**src/pga_defs.svh**
```systemverilog
`ifndef PGA_DEFS_SVH
`define PGA_DEFS_SVH

// ==========================================================
// register offsets on the control port
`define REG_POWER_TWO 7'h02
`define REG_LEVEL_ONE 7'h20
`define REG_ROUTING 7'h2c
`define REG_LEFT_GAIN 7'h2d
`define REG_RIGHT_GAIN 7'h2e

// ==========================================================
// field positions
`define LEFT_PGA_ON_BIT 2
`define RIGHT_PGA_ON_BIT 3
`define GAIN_MSB 5
`define SILENCE_BIT 6
`define ZERO_CROSS_BIT 7
`define COMMIT_BIT 8
`define LEVEL_SEL_MSB 8
`define LEVEL_SEL_LSB 7
`define ROUTE_MASK 7'h77

// ==========================================================
// reset values
`define ROUTE_RESET 7'h33
`define GAIN_CTL_RESET 8'h10
`define GAIN_RESET 6'h10
`define PGA_ON_RESET 2'h0
`define LEVEL_SEL_RESET 2'h0

// ==========================================================
// two-wire bus address and timing
`define DEV_ADDR 7'h1a
`define CLK_PERIOD_NS 10
`define ZC_TIMEOUT_US 1000
`define ZC_TIMEOUT_CYCLES (`ZC_TIMEOUT_US * 1000 / `CLK_PERIOD_NS)

`endif

```
**src/pga_pkg.sv**
```systemverilog
package pga_pkg;

  // ==========================================================
  // control port sequencer states
  typedef enum logic [6:0] {
    ST_IDLE  = 7'b0000001,
    ST_ADDR  = 7'b0000010,
    ST_ACK   = 7'b0000100,
    ST_WDATA = 7'b0001000,
    ST_RDATA = 7'b0010000,
    ST_RACK  = 7'b0100000,
    ST_SKIP  = 7'b1000000
  } link_state_e;

  // ==========================================================
  // top-level state; channel index 1 is left, 0 is right
  typedef struct packed {
    logic [2:0] scl_s;
    logic [2:0] sda_s;
    logic [2:0] csb_s;
    logic [1:0] mode_s;
    logic [1:0][1:0] sign_s;
    link_state_e st;
    logic [3:0] bitn;
    logic [1:0] nbyte;
    logic rw;
    logic [15:0] sh;
    logic [7:0] tx;
    logic [6:0] ptr;
    logic oe;
    logic [1:0] pga_on;
    logic [6:0] route;
    logic [1:0] level_sel;
    logic [1:0][7:0] gctl;
    logic commit;
    logic [23:0] tmo_cnt;
    logic tick;
    logic [1:0][5:0] gain_o;
  } ctl_state_s;

  // ==========================================================
  // per-channel gain apply state
  typedef struct packed {
    logic [5:0] held;
    logic [5:0] applied;
    logic waiting;
    logic tick_seen;
    logic sign_prev;
  } apply_state_s;

endpackage : pga_pkg

```
**src/input_pga_gain_control.sv**
```systemverilog
`timescale 1ns/1ps
`default_nettype none
`include "pga_defs.svh"

module input_pga_gain_control
  import pga_pkg::*;
#(
  parameter int unsigned TIMEOUT_CYCLES = `ZC_TIMEOUT_CYCLES
) (
  input wire logic clk, // system clock
  input wire logic rst, // async reset, high
  input wire logic mode_pin, // high selects three-wire port
  input wire logic sclk_pin, // control port clock
  input wire logic sdin_in, // control port data in
  input wire logic csb_pin, // three-wire latch strobe
  output logic sdin_out, // open-drain data, always low
  output logic sdin_oe, // pulls data low while high
  input wire logic left_sign_pin, // left signal polarity comparator
  input wire logic right_sign_pin, // right signal polarity comparator
  input wire logic [5:0] alc_left_gain, // level loop gain, left
  input wire logic [5:0] alc_right_gain, // level loop gain, right
  output logic left_pga_on, // left stage power
  output logic right_pga_on, // right stage power
  output logic left_plus_route, // plus pin to left stage
  output logic left_minus_route, // minus pin to left stage
  output logic left_aux_route, // aux pin to left stage
  output logic right_plus_route, // plus pin to right stage
  output logic right_minus_route, // minus pin to right stage
  output logic right_aux_route, // aux pin to right stage
  output logic [5:0] left_pga_gain, // left gain code in effect
  output logic [5:0] right_pga_gain, // right gain code in effect
  output logic left_pga_silence, // left stage muted
  output logic right_pga_silence, // right stage muted
  output logic [1:0] level_control_select // level control select
);

  // the tick counter is 24 bits wide
  if (TIMEOUT_CYCLES < 2 || TIMEOUT_CYCLES >= (1 << 24)) begin : g_bad_timeout
    $error("TIMEOUT_CYCLES out of range");
  end

  ctl_state_s q, d;
  logic scl_rise, scl_fall, start_c, stop_c, csb_rise, three_wire;
  logic wr;
  logic [6:0] wa;
  logic [8:0] wd;
  logic [8:0] rd;
  logic [7:0] tx_load;
  logic [1:0][5:0] applied;
  logic [1:0] busy;

  // ==========================================================
  // read-back, commit bit never stored
  always_comb begin
    rd = 9'h000;
    if (q.ptr == `REG_POWER_TWO) begin
      rd[`LEFT_PGA_ON_BIT] = q.pga_on[1];
      rd[`RIGHT_PGA_ON_BIT] = q.pga_on[0];
    end else if (q.ptr == `REG_LEVEL_ONE) begin
      rd[`LEVEL_SEL_MSB:`LEVEL_SEL_LSB] = q.level_sel;
    end else if (q.ptr == `REG_ROUTING) begin
      rd[6:0] = q.route;
    end else if (q.ptr == `REG_LEFT_GAIN) begin
      rd[7:0] = q.gctl[1];
    end else if (q.ptr == `REG_RIGHT_GAIN) begin
      rd[7:0] = q.gctl[0];
    end
  end

  // ==========================================================
  // control port and register file
  always_comb begin
    d = q;
    wr = 1'b0;
    wa = 7'h00;
    wd = 9'h000;
    d.scl_s = {q.scl_s[1:0], sclk_pin};
    d.sda_s = {q.sda_s[1:0], sdin_in};
    d.csb_s = {q.csb_s[1:0], csb_pin};
    d.mode_s = {q.mode_s[0], mode_pin};
    d.sign_s[1] = {q.sign_s[1][0], left_sign_pin};
    d.sign_s[0] = {q.sign_s[0][0], right_sign_pin};
    scl_rise = q.scl_s[1] & ~q.scl_s[2];
    scl_fall = ~q.scl_s[1] & q.scl_s[2];
    start_c = q.scl_s[1] & q.scl_s[2] & ~q.sda_s[1] & q.sda_s[2];
    stop_c = q.scl_s[1] & q.scl_s[2] & q.sda_s[1] & ~q.sda_s[2];
    csb_rise = q.csb_s[1] & ~q.csb_s[2];
    three_wire = q.mode_s[1];
    d.commit = 1'b0;
    if (q.nbyte == 2'd1) begin
      tx_load = {q.ptr, rd[8]};
    end else if (q.nbyte == 2'd2) begin
      tx_load = rd[7:0];
    end else begin
      tx_load = 8'h00;
    end

    if (three_wire) begin
      d.st = ST_IDLE;
      d.oe = 1'b0;
      if (scl_rise) begin
        d.sh = {q.sh[14:0], q.sda_s[1]};
      end
      if (csb_rise) begin
        wr = 1'b1;
        wa = q.sh[15:9];
        wd = q.sh[8:0];
      end
    end else if (start_c) begin
      d.st = ST_ADDR;
      d.bitn = 4'd0;
      d.nbyte = 2'd0;
      d.oe = 1'b0;
    end else if (stop_c) begin
      d.st = ST_IDLE;
      d.oe = 1'b0;
    end else begin
      unique case (q.st)
        ST_IDLE, ST_SKIP: begin
          d.oe = 1'b0;
        end
        ST_ADDR, ST_WDATA: begin
          if (scl_rise && q.bitn != 4'd8) begin
            d.sh = {q.sh[14:0], q.sda_s[1]};
            d.bitn = q.bitn + 4'd1;
          end else if (scl_fall && q.bitn == 4'd8) begin
            d.bitn = 4'd0;
            if (q.st == ST_ADDR) begin
              if (q.sh[7:1] == `DEV_ADDR) begin
                d.rw = q.sh[0];
                d.oe = 1'b1;
                d.st = ST_ACK;
                d.nbyte = 2'd1;
              end else begin
                d.st = ST_SKIP;
              end
            end else begin
              d.oe = 1'b1;
              d.st = ST_ACK;
              if (q.nbyte == 2'd1) begin
                d.ptr = q.sh[7:1];
                d.nbyte = 2'd2;
              end else if (q.nbyte == 2'd2) begin
                wr = 1'b1;
                wa = q.sh[15:9];
                wd = q.sh[8:0];
                d.nbyte = 2'd3;
              end
            end
          end
        end
        ST_ACK: begin
          if (scl_fall) begin
            if (q.rw) begin
              d.tx = tx_load;
              d.oe = ~tx_load[7];
              d.bitn = 4'd1;
              d.st = ST_RDATA;
              d.nbyte = (q.nbyte == 2'd3) ? 2'd3 : q.nbyte + 2'd1;
            end else begin
              d.oe = 1'b0;
              d.st = ST_WDATA;
            end
          end
        end
        ST_RDATA: begin
          if (scl_fall) begin
            if (q.bitn == 4'd8) begin
              d.oe = 1'b0;
              d.st = ST_RACK;
            end else begin
              d.tx = {q.tx[6:0], 1'b0};
              d.oe = ~q.tx[6];
              d.bitn = q.bitn + 4'd1;
            end
          end
        end
        ST_RACK: begin
          if (scl_rise) begin
            d.st = q.sda_s[1] ? ST_SKIP : ST_ACK;
          end
        end
      endcase
    end

    if (wr) begin
      d.ptr = wa;
      if (wa == `REG_POWER_TWO) begin
        d.pga_on = {wd[`LEFT_PGA_ON_BIT], wd[`RIGHT_PGA_ON_BIT]};
      end else if (wa == `REG_LEVEL_ONE) begin
        d.level_sel = wd[`LEVEL_SEL_MSB:`LEVEL_SEL_LSB];
      end else if (wa == `REG_ROUTING) begin
        d.route = wd[6:0] & `ROUTE_MASK;
      end else if (wa == `REG_LEFT_GAIN || wa == `REG_RIGHT_GAIN) begin
        d.gctl[(wa == `REG_LEFT_GAIN) ? 1 : 0] = wd[7:0];
        d.commit = wd[`COMMIT_BIT];
      end
    end

    // free-running period; a commit lands anywhere inside it
    d.tick = 1'b0;
    if (q.tmo_cnt == 24'(TIMEOUT_CYCLES - 1)) begin
      d.tmo_cnt = 24'h000000;
      d.tick = 1'b1;
    end else begin
      d.tmo_cnt = q.tmo_cnt + 24'h000001;
    end

    d.gain_o[1] = q.level_sel[1] ? alc_left_gain : applied[1];
    d.gain_o[0] = q.level_sel[0] ? alc_right_gain : applied[0];
  end

  always_ff @(posedge clk or posedge rst) begin
    if (rst) begin
      q <= '0;
      q.st <= ST_IDLE;
      q.scl_s <= 3'h7;
      q.sda_s <= 3'h7;
      q.csb_s <= 3'h7;
      q.pga_on <= `PGA_ON_RESET;
      q.route <= `ROUTE_RESET;
      q.level_sel <= `LEVEL_SEL_RESET;
      q.gctl <= {`GAIN_CTL_RESET, `GAIN_CTL_RESET};
      q.gain_o <= {`GAIN_RESET, `GAIN_RESET};
    end else begin
      q <= d;
    end
  end

  // ==========================================================
  // per-channel gain apply, shared commit and timeout
  for (genvar c = 0; c < 2; c++) begin : g_ch
    gain_apply #(.TIMEOUT_CYCLES(TIMEOUT_CYCLES)) u_apply (
      .clk(clk),
      .rst(rst),
      .pending_gain(q.gctl[c][`GAIN_MSB:0]),
      .zero_cross_en(q.gctl[c][`ZERO_CROSS_BIT]),
      .commit(q.commit),
      .sign_sync(q.sign_s[c][1]),
      .timeout_tick(q.tick),
      .applied_gain(applied[c]),
      .busy(busy[c])
    );
  end

  assign sdin_out = 1'b0;
  assign sdin_oe = q.oe;
  assign left_pga_on = q.pga_on[1];
  assign right_pga_on = q.pga_on[0];
  assign left_plus_route = q.route[0];
  assign left_minus_route = q.route[1];
  assign left_aux_route = q.route[2];
  assign right_plus_route = q.route[4];
  assign right_minus_route = q.route[5];
  assign right_aux_route = q.route[6];
  assign left_pga_gain = q.gain_o[1];
  assign right_pga_gain = q.gain_o[0];
  assign left_pga_silence = q.gctl[1][`SILENCE_BIT];
  assign right_pga_silence = q.gctl[0][`SILENCE_BIT];
  assign level_control_select = q.level_sel;

  // ==========================================================
  // checks
  property p_power;
    @(posedge clk) disable iff (rst)
    wr && wa == `REG_POWER_TWO |=> left_pga_on == $past(wd[2]) && right_pga_on == $past(wd[3]);
  endproperty
  a_power: assert property (p_power) else $error("power bit not taken");

  property p_route;
    @(posedge clk) disable iff (rst)
    wr && wa == `REG_ROUTING |=> left_aux_route == $past(wd[2]) && right_plus_route == $past(wd[4]);
  endproperty
  a_route: assert property (p_route) else $error("routing bit not taken");

  property p_silence;
    @(posedge clk) disable iff (rst)
    wr && wa == `REG_LEFT_GAIN |=> left_pga_silence == $past(wd[6]);
  endproperty
  a_silence: assert property (p_silence) else $error("silence bit not taken");

  property p_pending;
    @(posedge clk) disable iff (rst)
    !q.commit && !busy[1] |=> applied[1] == $past(applied[1]);
  endproperty
  a_pending: assert property (p_pending) else $error("gain moved without commit");

  property p_select;
    @(posedge clk) disable iff (rst)
    wr && wa == `REG_LEVEL_ONE |=> level_control_select == $past(wd[8:7]);
  endproperty
  a_select: assert property (p_select) else $error("select not taken");

  property p_alc_follow;
    @(posedge clk) disable iff (rst)
    q.level_sel[1] |=> left_pga_gain == $past(alc_left_gain);
  endproperty
  a_alc_follow: assert property (p_alc_follow) else $error("left gain not under level loop");

  property p_addr;
    @(posedge clk) disable iff (rst)
    !three_wire && q.st == ST_ADDR && scl_fall && q.bitn == 4'd8 && q.sh[7:1] != `DEV_ADDR |=> !sdin_oe;
  endproperty
  a_addr: assert property (p_addr) else $error("acked foreign address");

  property p_commit_zero;
    @(posedge clk) disable iff (rst)
    q.ptr == `REG_LEFT_GAIN || q.ptr == `REG_RIGHT_GAIN |-> rd[8] == 1'b0;
  endproperty
  a_commit_zero: assert property (p_commit_zero) else $error("commit bit read back");

endmodule : input_pga_gain_control
`default_nettype wire

```
**src/gain_apply.sv**
```systemverilog
`timescale 1ns/1ps
`default_nettype none
`include "pga_defs.svh"

module gain_apply
  import pga_pkg::*;
#(
  parameter int unsigned TIMEOUT_CYCLES = `ZC_TIMEOUT_CYCLES
) (
  input wire logic clk, // system clock
  input wire logic rst, // async reset, high
  input wire logic [5:0] pending_gain, // gain field as written
  input wire logic zero_cross_en, // wait for zero crossing
  input wire logic commit, // one-cycle commit strobe
  input wire logic sign_sync, // synchronised signal polarity
  input wire logic timeout_tick, // one pulse per timeout period
  output logic [5:0] applied_gain, // gain in effect
  output logic busy // update waiting
);

  // two ticks per wait need a period of at least two cycles
  if (TIMEOUT_CYCLES < 2) begin : g_bad_timeout
    $error("TIMEOUT_CYCLES out of range");
  end

  apply_state_s q, d;
  logic zc_seen;
  int unsigned wait_cnt;

  always_comb begin
    d = q;
    d.sign_prev = sign_sync;
    zc_seen = sign_sync != q.sign_prev;
    if (commit) begin
      d.held = pending_gain;
      d.tick_seen = 1'b0;
      if (zero_cross_en) begin
        d.waiting = 1'b1;
      end else begin
        d.applied = pending_gain;
        d.waiting = 1'b0;
      end
    end else if (q.waiting) begin
      // first tick may come at once; second guarantees a full period
      if (zc_seen || (timeout_tick && q.tick_seen)) begin
        d.applied = q.held;
        d.waiting = 1'b0;
      end else if (timeout_tick) begin
        d.tick_seen = 1'b1;
      end
    end
  end

  always_ff @(posedge clk or posedge rst) begin
    if (rst) begin
      q <= '{held: `GAIN_RESET, applied: `GAIN_RESET, waiting: 1'b0, tick_seen: 1'b0, sign_prev: 1'b0};
    end else begin
      q <= d;
    end
  end

  assign applied_gain = q.applied;
  assign busy = q.waiting;

  // ==========================================================
  // checks
  always_ff @(posedge clk or posedge rst) begin
    if (rst) begin
      wait_cnt <= 0;
    end else begin
      wait_cnt <= q.waiting ? wait_cnt + 1 : 0;
    end
  end

  property p_no_zc_immediate;
    @(posedge clk) disable iff (rst)
    commit && !zero_cross_en |=> applied_gain == $past(pending_gain) && !busy;
  endproperty
  a_no_zc_immediate: assert property (p_no_zc_immediate) else $error("gain not applied at once");

  property p_zc_waits;
    @(posedge clk) disable iff (rst)
    commit && zero_cross_en |=> busy && applied_gain == $past(applied_gain);
  endproperty
  a_zc_waits: assert property (p_zc_waits) else $error("zero-cross update not deferred");

  property p_timeout_bound;
    @(posedge clk) disable iff (rst)
    busy |-> wait_cnt < 2 * TIMEOUT_CYCLES + 2;
  endproperty
  a_timeout_bound: assert property (p_timeout_bound) else $error("timeout did not force update");

endmodule : gain_apply
`default_nettype wire

```
**config.mk**
```make
export PLATFORM = sky130hd
export DESIGN_NAME = input_pga_gain_control
export DESIGN_NICKNAME = d
export VERILOG_FILES = /design/src/pga_pkg.sv /design/src/input_pga_gain_control.sv /design/src/gain_apply.sv
export VERILOG_INCLUDE_DIRS = /design/src
export SDC_FILE = /design/constraint.sdc
export NUM_CORES = 1
export LEC_CHECK = 0
export BUFFER_PORTS_ARGS = -buffer_cell sky130_fd_sc_hd__clkbuf_2
export CAP_MARGIN = 5
export CELL_PAD_IN_SITES_DETAIL_PLACEMENT = 0
export CELL_PAD_IN_SITES_GLOBAL_PLACEMENT = 1
export CORE_UTILIZATION = 52
export DETAILED_ROUTE_END_ITERATION = 6
export GPL_ROUTABILITY_DRIVEN = 0
export PLACE_DENSITY_LB_ADDON = 0.1
export SKIP_LAST_GASP = 1
export SLEW_MARGIN = 10
export SYNTH_ARGS = -nofsm -noshare
export SYNTH_HDL_FRONTEND = slang
export SYNTH_SLANG_ARGS = --single-unit
```
**constraint.sdc**
```tcl
create_clock -name clk -period 10.4 [get_ports clk]
set_clock_uncertainty 0.15 [all_clocks]
set_input_delay 1.56 -clock clk [delete_from_list [all_inputs] [get_ports clk]]
set_output_delay 1.56 -clock clk [all_outputs]
set_load 0.03 [all_outputs]
```
==> results.toml, run 1 <==
[run_status]
run_status = "completed"

[sta]
worst_pin_slew_ns = 0.957
slew_headroom_pct = 36.1
fmax_mhz = 318
drv_slew = 0
rsz0062_at_grt = "no"
fin_setup_tns_ns = 0
hold_viol = 0
fin_crit_ns = 3.14
timing.hold.ws_ns = 0.202
setup_viol = 0
finalCritPeriodShare_pct = 30.2

[yosys]
synthFlopType = "dfrtp_1"
synth_fa_ha_area_share_pct = 1.03
synth_enable_flop_cells = 0
syn-cell-area_um2 = 7310
synth_top_family_by_area = "simple AND/OR/NAND/NOR gates"
syn_avg_cell_area_um2 = 10.2
synth-seq-area-share_pct = 53.1
netlist_instances = 720
ys_seq_elements = 154
synth_nets = 746
muxShareOfSynthArea_pct = 6.33
yosys_warnings = 0
synthArstFlopShare_pct = 100
synth_cell_types = 75
synth-xor-area-share_pct = 3.12
synth_compound_area_share_pct = 13.9
yosys.area_share.simple_pct = 17.5

[setup_path]
start_kind = "flip-flop"
cp_max_fo = 19
required_ns = 10.54
arrival_ns = 3.28
r2r-start = "q[110]"
worstSetupStartpoint = "q[110]"
critical_path_class = "reg -> reg"
critPathCaptureType = "flip-flop"

[clocking]
clk_path_buf_depth = 2
cts_tree = "done"
h-tree-depth = 4
cts_buffers = 17
ctsResizeCount = 0
insertion_delay_ns = 0.42
cts_sinks = 154
postCtsSetupRepairBufs = 0
cts_root_buffer = "clkbuf_16"
cts_hold_buf = 0
clk_pin_slew_ns = 0.06

[layout]
area_growth_pct = 11.6
antenna_cells = 0
layout.filler_cells = 1121
nets = 769
drive_gt1_share_pct = 19.6

[detailed_routing]
drt_iter0_markers = 471
via_count = 5338
ant_nets = 0
wl_per_cell_um = 16.8
drt-total-wl_mm = 15.7
drc = 0
viasPerCell = 5.73
drtPass1Iterations = 5

[global_route]
grt_pass1_wl_mm = 26.7
grt_max_degree = 95
antenna_found_initial = 0
grt_overflow = 0
grt_pass1_vias = 5247
grt_usage_pct = 23.8

[floorplan]
initial_core_util_pct = 54.3
io_pins = 46
die-area_um2 = 14500
coreArea_um2 = 13500
rows = 42
die_h_um = 121
die_x_um = 121

[placed_design]
hpwl_mm = 11.1
io_buffers = 44

[min_path]
min_path_type = "reg -> reg"
hold_start = "d[112]"

[run]
cap_violations = 0

[power]
power_density_nw_per_um2 = 176
vdd_drop_max_mv = 0.0936
power.leakage_nw = 3.68
==> cells in the final DEF, fill, tap and decap left out, types with 4 or more instances in the layout <==
cell type	count
inv_6	4
inv_1	33
xnor2_1	14
clkinv_4	4
o31ai_1	18
a31oi_1	4
and3_1	7
nand2b_1	6
nor2b_1	8
dfrtp_1	132
a22oi_1	23
a21oi_1	25
nor3_1	11
nor4_1	7
nand3_1	19
nor2_1	51
nand2_1	114
clkbuf_2	44
mux2_2	31
mux2_4	4
dfstp_2	22
nand4_1	10
o21ai_1	19
o21ai_0	23
o22ai_1	9
xor2_1	12
ha_1	6
and2_1	4
clkbuf_16	17
==> metal layers <==
| metal | up-vias | part of all wire (%) | global-route usage (%) |
|---|---|---|---|
| met2 | 137 | 48 | 38.0 |
| met4 | 0 | 1.5 | 8.26 |
| met3 | 21 | 4.1 | 4.43 |
| met1 | 2602 | 46 | 32.6 |
| met5 | - | 0 | 0 |
| li1 | 2578 | - | - |
==> flip-flops by register name, indices dropped and copies added, names as in the netlist <==
signal                     flops
d                              9
g_ch.u_apply.applied_gain     12
g_ch.u_apply.busy              2
g_ch.u_apply.q                16
left_aux_route                 1
left_minus_route               1
left_pga_gain                  6
left_pga_on                    1
left_pga_silence               1
left_plus_route                1
level_control_select           2
q                             90
right_aux_route                1
right_minus_route              1
right_pga_gain                 6
right_pga_on                   1
right_pga_silence              1
right_plus_route               1
sdin_oe                        1
==> final timing paths <==
path | to | slack (ns) | depth (start not counted)
max | left_aux_route | 7.26 | 6
min | q[112] | 0.20 | 0
max reg2reg | left_aux_route | 7.26 | 6
min reg2reg | q[112] | 0.20 | 0
max in group asynchronous | q[92] | 7.64 | 3
min in group asynchronous | q[101] | 1.16 | 2
==> stage by stage <==
| step | power [mW] | util (%) | area, µm² | worst slack, ns | cells |
|---|---|---|---|---|---|
| 4_1_cts | 1.44 | 60.6 | 8160 | 7.26 | 932 |
| 6_report | 1.43 | 60.6 | 8160 | 7.26 | 932 |
| 3_3_place_gp | 0.800 | 56.1 | 7540 | 7.17 | 900 |
| 2_1_floorplan | 0.766 | - | 7310 | 4.58 | 720 |
| 5_1_grt | 1.49 | 60.6 | 8160 | 7.01 | 932 |
| 3_5_place_dp | 0.802 | 56.1 | 7540 | 7.11 | 900 |
==> final cells by class <==
| class | instances | area, µm² | area share [%] |
|---|---|---|---|
| flip-flops and latches | 154 | 3880 | 47.6 |
| multi-input cells | 489 | 3060 | 37.6 |
| clock buffers | 18 | 439 | 5.38 |
| repair buffers | 47 | 243 | 2.98 |
| well taps | 176 | 220 | 2.70 |
| clock inverters | 14 | 179 | 2.19 |
| inverters | 34 | 133 | 1.63 |
==> cells by family after synthesis <==
logic type      Yosys count
simple gates            263
flops                   154
compound gates          153
buf+inv                  77
mux                      40
xor+xnor                 26
fa+ha+maj                 6
other cells               1
==> cells in the mapped netlist (all sizes together) (19+ instances only) <==
| library cell | n | share of area, % |
|---|---|---|
| a21oi | 25 | 1.7 |
| a22oi | 23 | 2.4 |
| buf | 24 | 2.2 |
| clkbuf | 19 | 0.99 |
| dfrtp | 132 | 45 |
| dfstp | 22 | 7.9 |
| inv | 34 | 1.7 |
| mux2 | 38 | 6.1 |
| nand2 | 114 | 5.9 |
| nand3 | 19 | 1.3 |
| nor2 | 51 | 2.6 |
| o21ai | 42 | 2.9 |
| o31ai | 20 | 2.3 |
==> power by group <==
part	internal [mW]	switching, mW	total (mW)
Sequential	0.622	0.0278	0.649
Clock	0.370	0.268	0.639
Combinational	0.0532	0.0907	0.144
Total	1.05	0.387	1.43
==> critical path: stages (launching register included) <==
cell and delay (ns):
dfrtp_1 0.47, nor3_1 0.44, nand3_1 0.32, o31ai_4 0.74, nand4_1 0.57, nand2_1 0.21
o21ai_1 0.09
(Power assumes the default switching activity.)
==> run 2, diff against run 1 <==
--- a/config.mk
+++ b/config.mk
@@ -10,7 +10,7 @@
 export CAP_MARGIN = 5
 export CELL_PAD_IN_SITES_DETAIL_PLACEMENT = 0
 export CELL_PAD_IN_SITES_GLOBAL_PLACEMENT = 1
-export CORE_UTILIZATION = 52
+export CORE_UTILIZATION = 48
 export DETAILED_ROUTE_END_ITERATION = 6
 export GPL_ROUTABILITY_DRIVEN = 0
 export PLACE_DENSITY_LB_ADDON = 0.1
==> constraint.sdc (replaced) <==
create_clock -name clk -period 2.9 [get_ports clk]
set_clock_uncertainty 0.15 [all_clocks]
set_input_delay 0.435 -clock clk [delete_from_list [all_inputs] [get_ports clk]]
set_output_delay 0.435 -clock clk [all_outputs]
set_load 0.03 [all_outputs]
==> run 2 against run 1 <==
  * The run now ends with DRC left
  * Cell area increased by 1.8%
  * Flip-flop and latch count is the same
  * Non-clock buffer count is 23 higher
  * Fmax is 17% higher
  * Via count grew 0.22%
  * Hold slack lost 0.11 ns
  * Clock power rose to 3.3 times the previous value
  * Routed wire length is 2.8% higher
  * Clock-buffer cell count grew 1
  * Combinational power rose to 3.9 times the previous value
==> results.toml, run 2 (same netlist as run 1, synthesis figures left out) <==
[global_route]
grt_usage_pct = 22.2
grt_pass1_vias = 5419
antenna_found_initial = 0
grt_pass1_wl_mm = 27.3
grt_max_degree = 35
grt_overflow = 0

[floorplan]
initial_core_util_pct = 49.7
io_pins = 46
die_h_um = 125
die-area_um2 = 15700
coreArea_um2 = 14700
rows = 44
die_x_um = 125

[sta]
finalCritPeriodShare_pct = 92.2
timing.hold.ws_ns = 0.0938
fin_setup_tns_ns = 0
setup_viol = 0
worst_pin_slew_ns = 0.869
slew_headroom_pct = 41.5
drv_slew = 0
worst_slack_ns = 0.226
rsz0062_at_grt = "yes"
hold_viol = 0
fin_crit_ns = 2.67
fmax_mhz = 374

[setup_path]
critPathCaptureType = "flip-flop"
critical_path_class = "reg -> reg"
arrival_ns = 2.82
cp_max_fo = 9
required_ns = 3.05
start_kind = "flip-flop"

[clocking]
cts_tree = "done"
clk_path_buf_depth = 2
clk_pin_slew_ns = 0.06
h-tree-depth = 4
cts_sinks = 154
cts_buffers = 17
postCtsSetupRepairBufs = 0
cts_root_buffer = "clkbuf_16"
ctsResizeCount = 0
insertion_delay_ns = 0.42

[power]
power.leakage_nw = 3.76
power_density_nw_per_um2 = 600
vdd_drop_max_mv = 0.407

[placed_design]
place_ws_ns = 0.269
io_buffers = 44
hpwl_mm = 11.7
dpl_cell_area_um2 = 7670

[layout]
largest-register = "q"
layout.filler_cells = 1282
area_growth_pct = 13.6
postLayoutCellArea_um2 = 8300
multi_input_area_um2 = 3060
final_common_cell = "dfrtp_1"
final_cell_mix = "dfrtp_1 (132), nand2_1 (114), nor2_1 (51), clkbuf_2 (44), inv_1 (33)"
register_area_um2 = 3880
nets = 792
antenna_cells = 0
largest_reg_flops = 90
drive_gt1_share_pct = 20.9

[run]
cap_violations = 0

[detailed_routing]
drt_iter0_markers = 390
drc = 8
viasPerCell = 5.56
wl_per_cell_um = 16.7
ant_nets = 0
via_count = 5350
drt-total-wl_mm = 16.1
drtPass1Iterations = 7

[run_status]
run_status = "finished, violations left"
violations = "DRC"

[min_path]
min_path_type = "in -> reg"
-- run 2: metrics by stage --
step                      instances  utilization [%]  total power [mW]
after detailed placement        924             52.2              2.91
after CTS                       963             56.5              5.03
after global routing            963             56.5              5.21
after floorplan                 720                -              2.75
after global placement          924             52.2              2.90
final                           963             56.5              4.98
-- run 2: final cells by class --
class,count,share of cell area (%)
clock buffers,19,5.33
clock inverters,13,1.46
inverters,34,1.58
multi-input cells,489,36.9
flip-flops and latches,154,46.7
well taps,184,2.77
repair buffers,70,5.21
-- run 2: critical path, cell delays in order, from the launching register on --
cell and delay (ns):
dfrtp_1 0.43, inv_1 0.08, ha_1 0.15, nand3b_1 0.20, or3_4 0.42, o31ai_4 0.40
and2_1 0.24, nand3_1 0.12, mux2_1 0.35
-- run 2: layer usage --
layer  vias up  global-route usage [%]  wire length (µm)  part of all wire [%]
li1       2609                       -                 -                     -
met1      2598                    28.6              7400                    46
met2       125                    37.0              7890                    49
met3        18                    4.41               602                   3.7
met4         0                    8.61               209                   1.3
met5         -                       0                 0                     0
-- run 2: report_power, final --
part	internal, mW	total [mW]	switching, mW
Combinational	0.214	0.557	0.343
Clock	1.21	2.11	0.895
Sequential	2.23	2.32	0.0914
Total	3.65	4.98	1.33
-- run 2: repair_timing --
| action | 4_1_cts | 5_1_grt |
|---|---|---|
| hold buffers | 7 | 0 |
| hold endpoints to repair | 25 | 0 |
| endpoints found under the setup margin | 0 | 4 |
-- run 2: final timing paths --
kind                            slack [ns]  depth (start not counted)                         endpoint             start
worst max-delay path                  0.23                          8          level_control_select[0]            q[100]
worst min-delay path                  0.09                          2                 left_pga_gain[4]  alc_left_gain[4]
worst min register to register        0.20                          0                           d[125]            d[124]
worst max register to register        0.23                          8          level_control_select[0]            q[100]
max in group asynchronous             1.26                          4                           q[104]               rst
min in group asynchronous             0.49                          3  g_ch[1].u_apply.applied_gain[2]               rst
==> run 3, diff against run 2 <==
--- a/config.mk
+++ b/config.mk
@@ -18,4 +18,5 @@
 export SLEW_MARGIN = 10
 export SYNTH_ARGS = -nofsm -noshare
 export SYNTH_HDL_FRONTEND = slang
+export SYNTH_HIERARCHICAL = 1
 export SYNTH_SLANG_ARGS = --single-unit
==> run 3 against run 2 <==
  * Final cell count rose by 6.6%
  * Sequential power shrank 3%
  * Via count increased by 6.7%
  * Register-to-register slack about the same
  * Worst setup slack gained 0.0067 ns
  * Sequential share of layout area shrank 1.4 points
  * Global-route usage is 1.0 points higher
  * Die area grew 4.5%
  * The run now ends clean
  * Total power down 8.7%
  * Critical path type unchanged
==> results.toml, run 3 <==
[sta]
finalCritPeriodShare_pct = 92.0
slew_headroom_pct = 19.0
rsz0062_at_grt = "no"
fin_setup_tns_ns = 0
fmax_mhz = 375
drv_slew = 0
fin_crit_ns = 2.67
hold_viol = 0
worst_slack_ns = 0.233
setup_viol = 0
timing.hold.ws_ns = 0.0897
worst_pin_slew_ns = 1.21

[setup_path]
required_ns = 3.10
start_kind = "flip-flop"
critPathCaptureType = "flip-flop"
worst_r2r_path_depth = 6
critical_path_class = "reg -> reg"
arrival_ns = 2.87
cp_max_fo = 8

[global_route]
grt_usage_pct = 23.2
grt_overflow = 0
grt_pass1_vias = 5700
grt_pass1_wl_mm = 29.2
grt_max_degree = 60
antenna_found_initial = 0

[placed_design]
io_buffers = 44
place_ws_ns = 0.252
hpwl_mm = 12.7

[yosys]
ys_seq_elements = 154
synth_top_area_share_pct = 43.2
syn-cell-area_um2 = 7640
synthArstFlopShare_pct = 100
netlist_instances = 770
yosys_warnings = 6
yosysMostFrequentCell = "dfrtp_1"
synth_top_cell_by_area = "dfrtp_1"
syn_avg_cell_area_um2 = 9.93
synth_cell_types = 81
synth_nets = 796
synth-seq-area-share_pct = 50.8
synthFlopType = "dfrtp_1"
netlist_top_cells_count = "dfrtp_1 (132), nand2_1 (110), o21ai_0 (49), inv_1 (47), nor2_1 (42)"
synth_area_leaders = "dfrtp_1 (43%), dfstp_2 (7.6%), nand2_1 (5.4%), mux2_2 (3.7%), o21ai_0 (3.2%)"
synth_enable_flop_cells = 0

[clocking]
h-tree-depth = 4
cts_sinks = 154
cts_root_buffer = "clkbuf_16"
insertion_delay_ns = 0.42
ctsResizeCount = 0
cts_buffers = 17
clk_path_buf_depth = 2
cts_hold_buf = 7
clk_pin_slew_ns = 0.06
postCtsSetupRepairBufs = 0
cts_tree = "done"

[run_status]
run_status = "completed"

[detailed_routing]
wl_per_cell_um = 17.0
drc = 0
drtPass1Iterations = 7
drt_iter0_markers = 400
viasPerCell = 5.56
via_count = 5709
drt-total-wl_mm = 17.5
ant_nets = 0

[layout]
final_cell_mix = "dfrtp_1 (132), nand2_1 (110), o21ai_0 (49), inv_1 (46), clkbuf_2 (44)"
final_common_cell = "dfrtp_1"
antenna_cells = 0
area_growth_pct = 12.1
drive_gt1_share_pct = 20.3
largest-register = "q"
final_core_util_pct = 55.7
nets = 829
largest_reg_flops = 90

[power]
vdd_drop_max_mv = 0.448
power_density_nw_per_um2 = 531
power.leakage_nw = 3.82

[floorplan]
initial_core_util_pct = 49.7
die_x_um = 128
rows = 45
io_pins = 46
coreArea_um2 = 15400
die_h_um = 128
die-area_um2 = 16400

[run]
cap_violations = 0

[min_path]
min_path_type = "in -> reg"
holdPathStages = 2
[run 3: cell count changes after synthesis, moves of 6 or more]
cell	change
nand2b_1	+10
o221ai_1	+11
o21ai_1	-17
a22oi_1	-22
o21ai_0	+26
buf_4	+12
a221o_1	+12
mux2_2	-6
or2_2	+7
nor2_1	-9
inv_1	+13
and3_1	+6
o22ai_1	-8
[run 3: worst paths after layout]
path | start | endpoint | slack [ns]
worst max-delay path | q[110] | q[103] | 0.23
worst min-delay path | alc_left_gain[3] | left_pga_gain[3] | 0.09
worst max register to register | q[110] | q[103] | 0.23
worst min register to register | d[124] | d[125] | 0.21
max in group asynchronous | rst | d[121] | 1.54
min in group asynchronous | rst | left_pga_gain[5] | 0.32
[run 3: logic make-up (layout without fill, tap and decap cells)]
kind of cell / Yosys count / in the layout / synth area share [%]
AND/OR/NAND/NOR: 280 / 280 / 18.6
buffers and inverters: 106 / 152 / 7.05
other: 1 / 1 / 0.0491
adder cells (fa/ha/maj): 6 / 6 / 0.982
multiplexers: 27 / 27 / 3.95
XOR/XNOR: 28 / 28 / 3.21
flip-flops: 154 / 154 / 50.8
AO/OA/AOI/OAI: 168 / 168 / 15.4
[run 3: stage by stage]
step           total power, mW  cells  cell area (µm²)
6_report                  4.55   1027             8570
5_1_grt                   4.74   1027             8570
4_1_cts                   4.61   1027             8570
3_5_place_dp              2.56    988             7950
3_3_place_gp              2.55    988             7950
2_1_floorplan             2.47    770             7650
[run 3: power breakdown]
| group | switching (mW) | internal [mW] |
|---|---|---|
| registers | 0.0524 | 2.19 |
| clock network | 0.859 | 1.16 |
| logic | 0.179 | 0.106 |
[run 3: worst max-delay path: stages (launching register included)]
cell and delay, ns:
dfrtp_1 0.39, or4_4 0.58, or4b_1 0.59, o2111ai_4 0.23, nand4_4 0.16, or4_1 0.42, o21ai_1 0.08
[run 3: final cells by class]
cell class | instances | area [µm²]
clock buffer | 22 | 474
sequential | 154 | 3880
inverter | 47 | 180
timing repair buffer | 73 | 468
clock inverter | 10 | 71.3
fill | 1374 | 6810
tap | 211 | 264
multi-input combinational | 510 | 3230
[run 3: layer usage]
layer | wire length [µm] | GRT usage [%]
met2 | 8540 | 37.8
met1 | 8090 | 30.5
met3 | 592 | 5.59
met4 | 277 | 7.40
met5 | 0 | 0
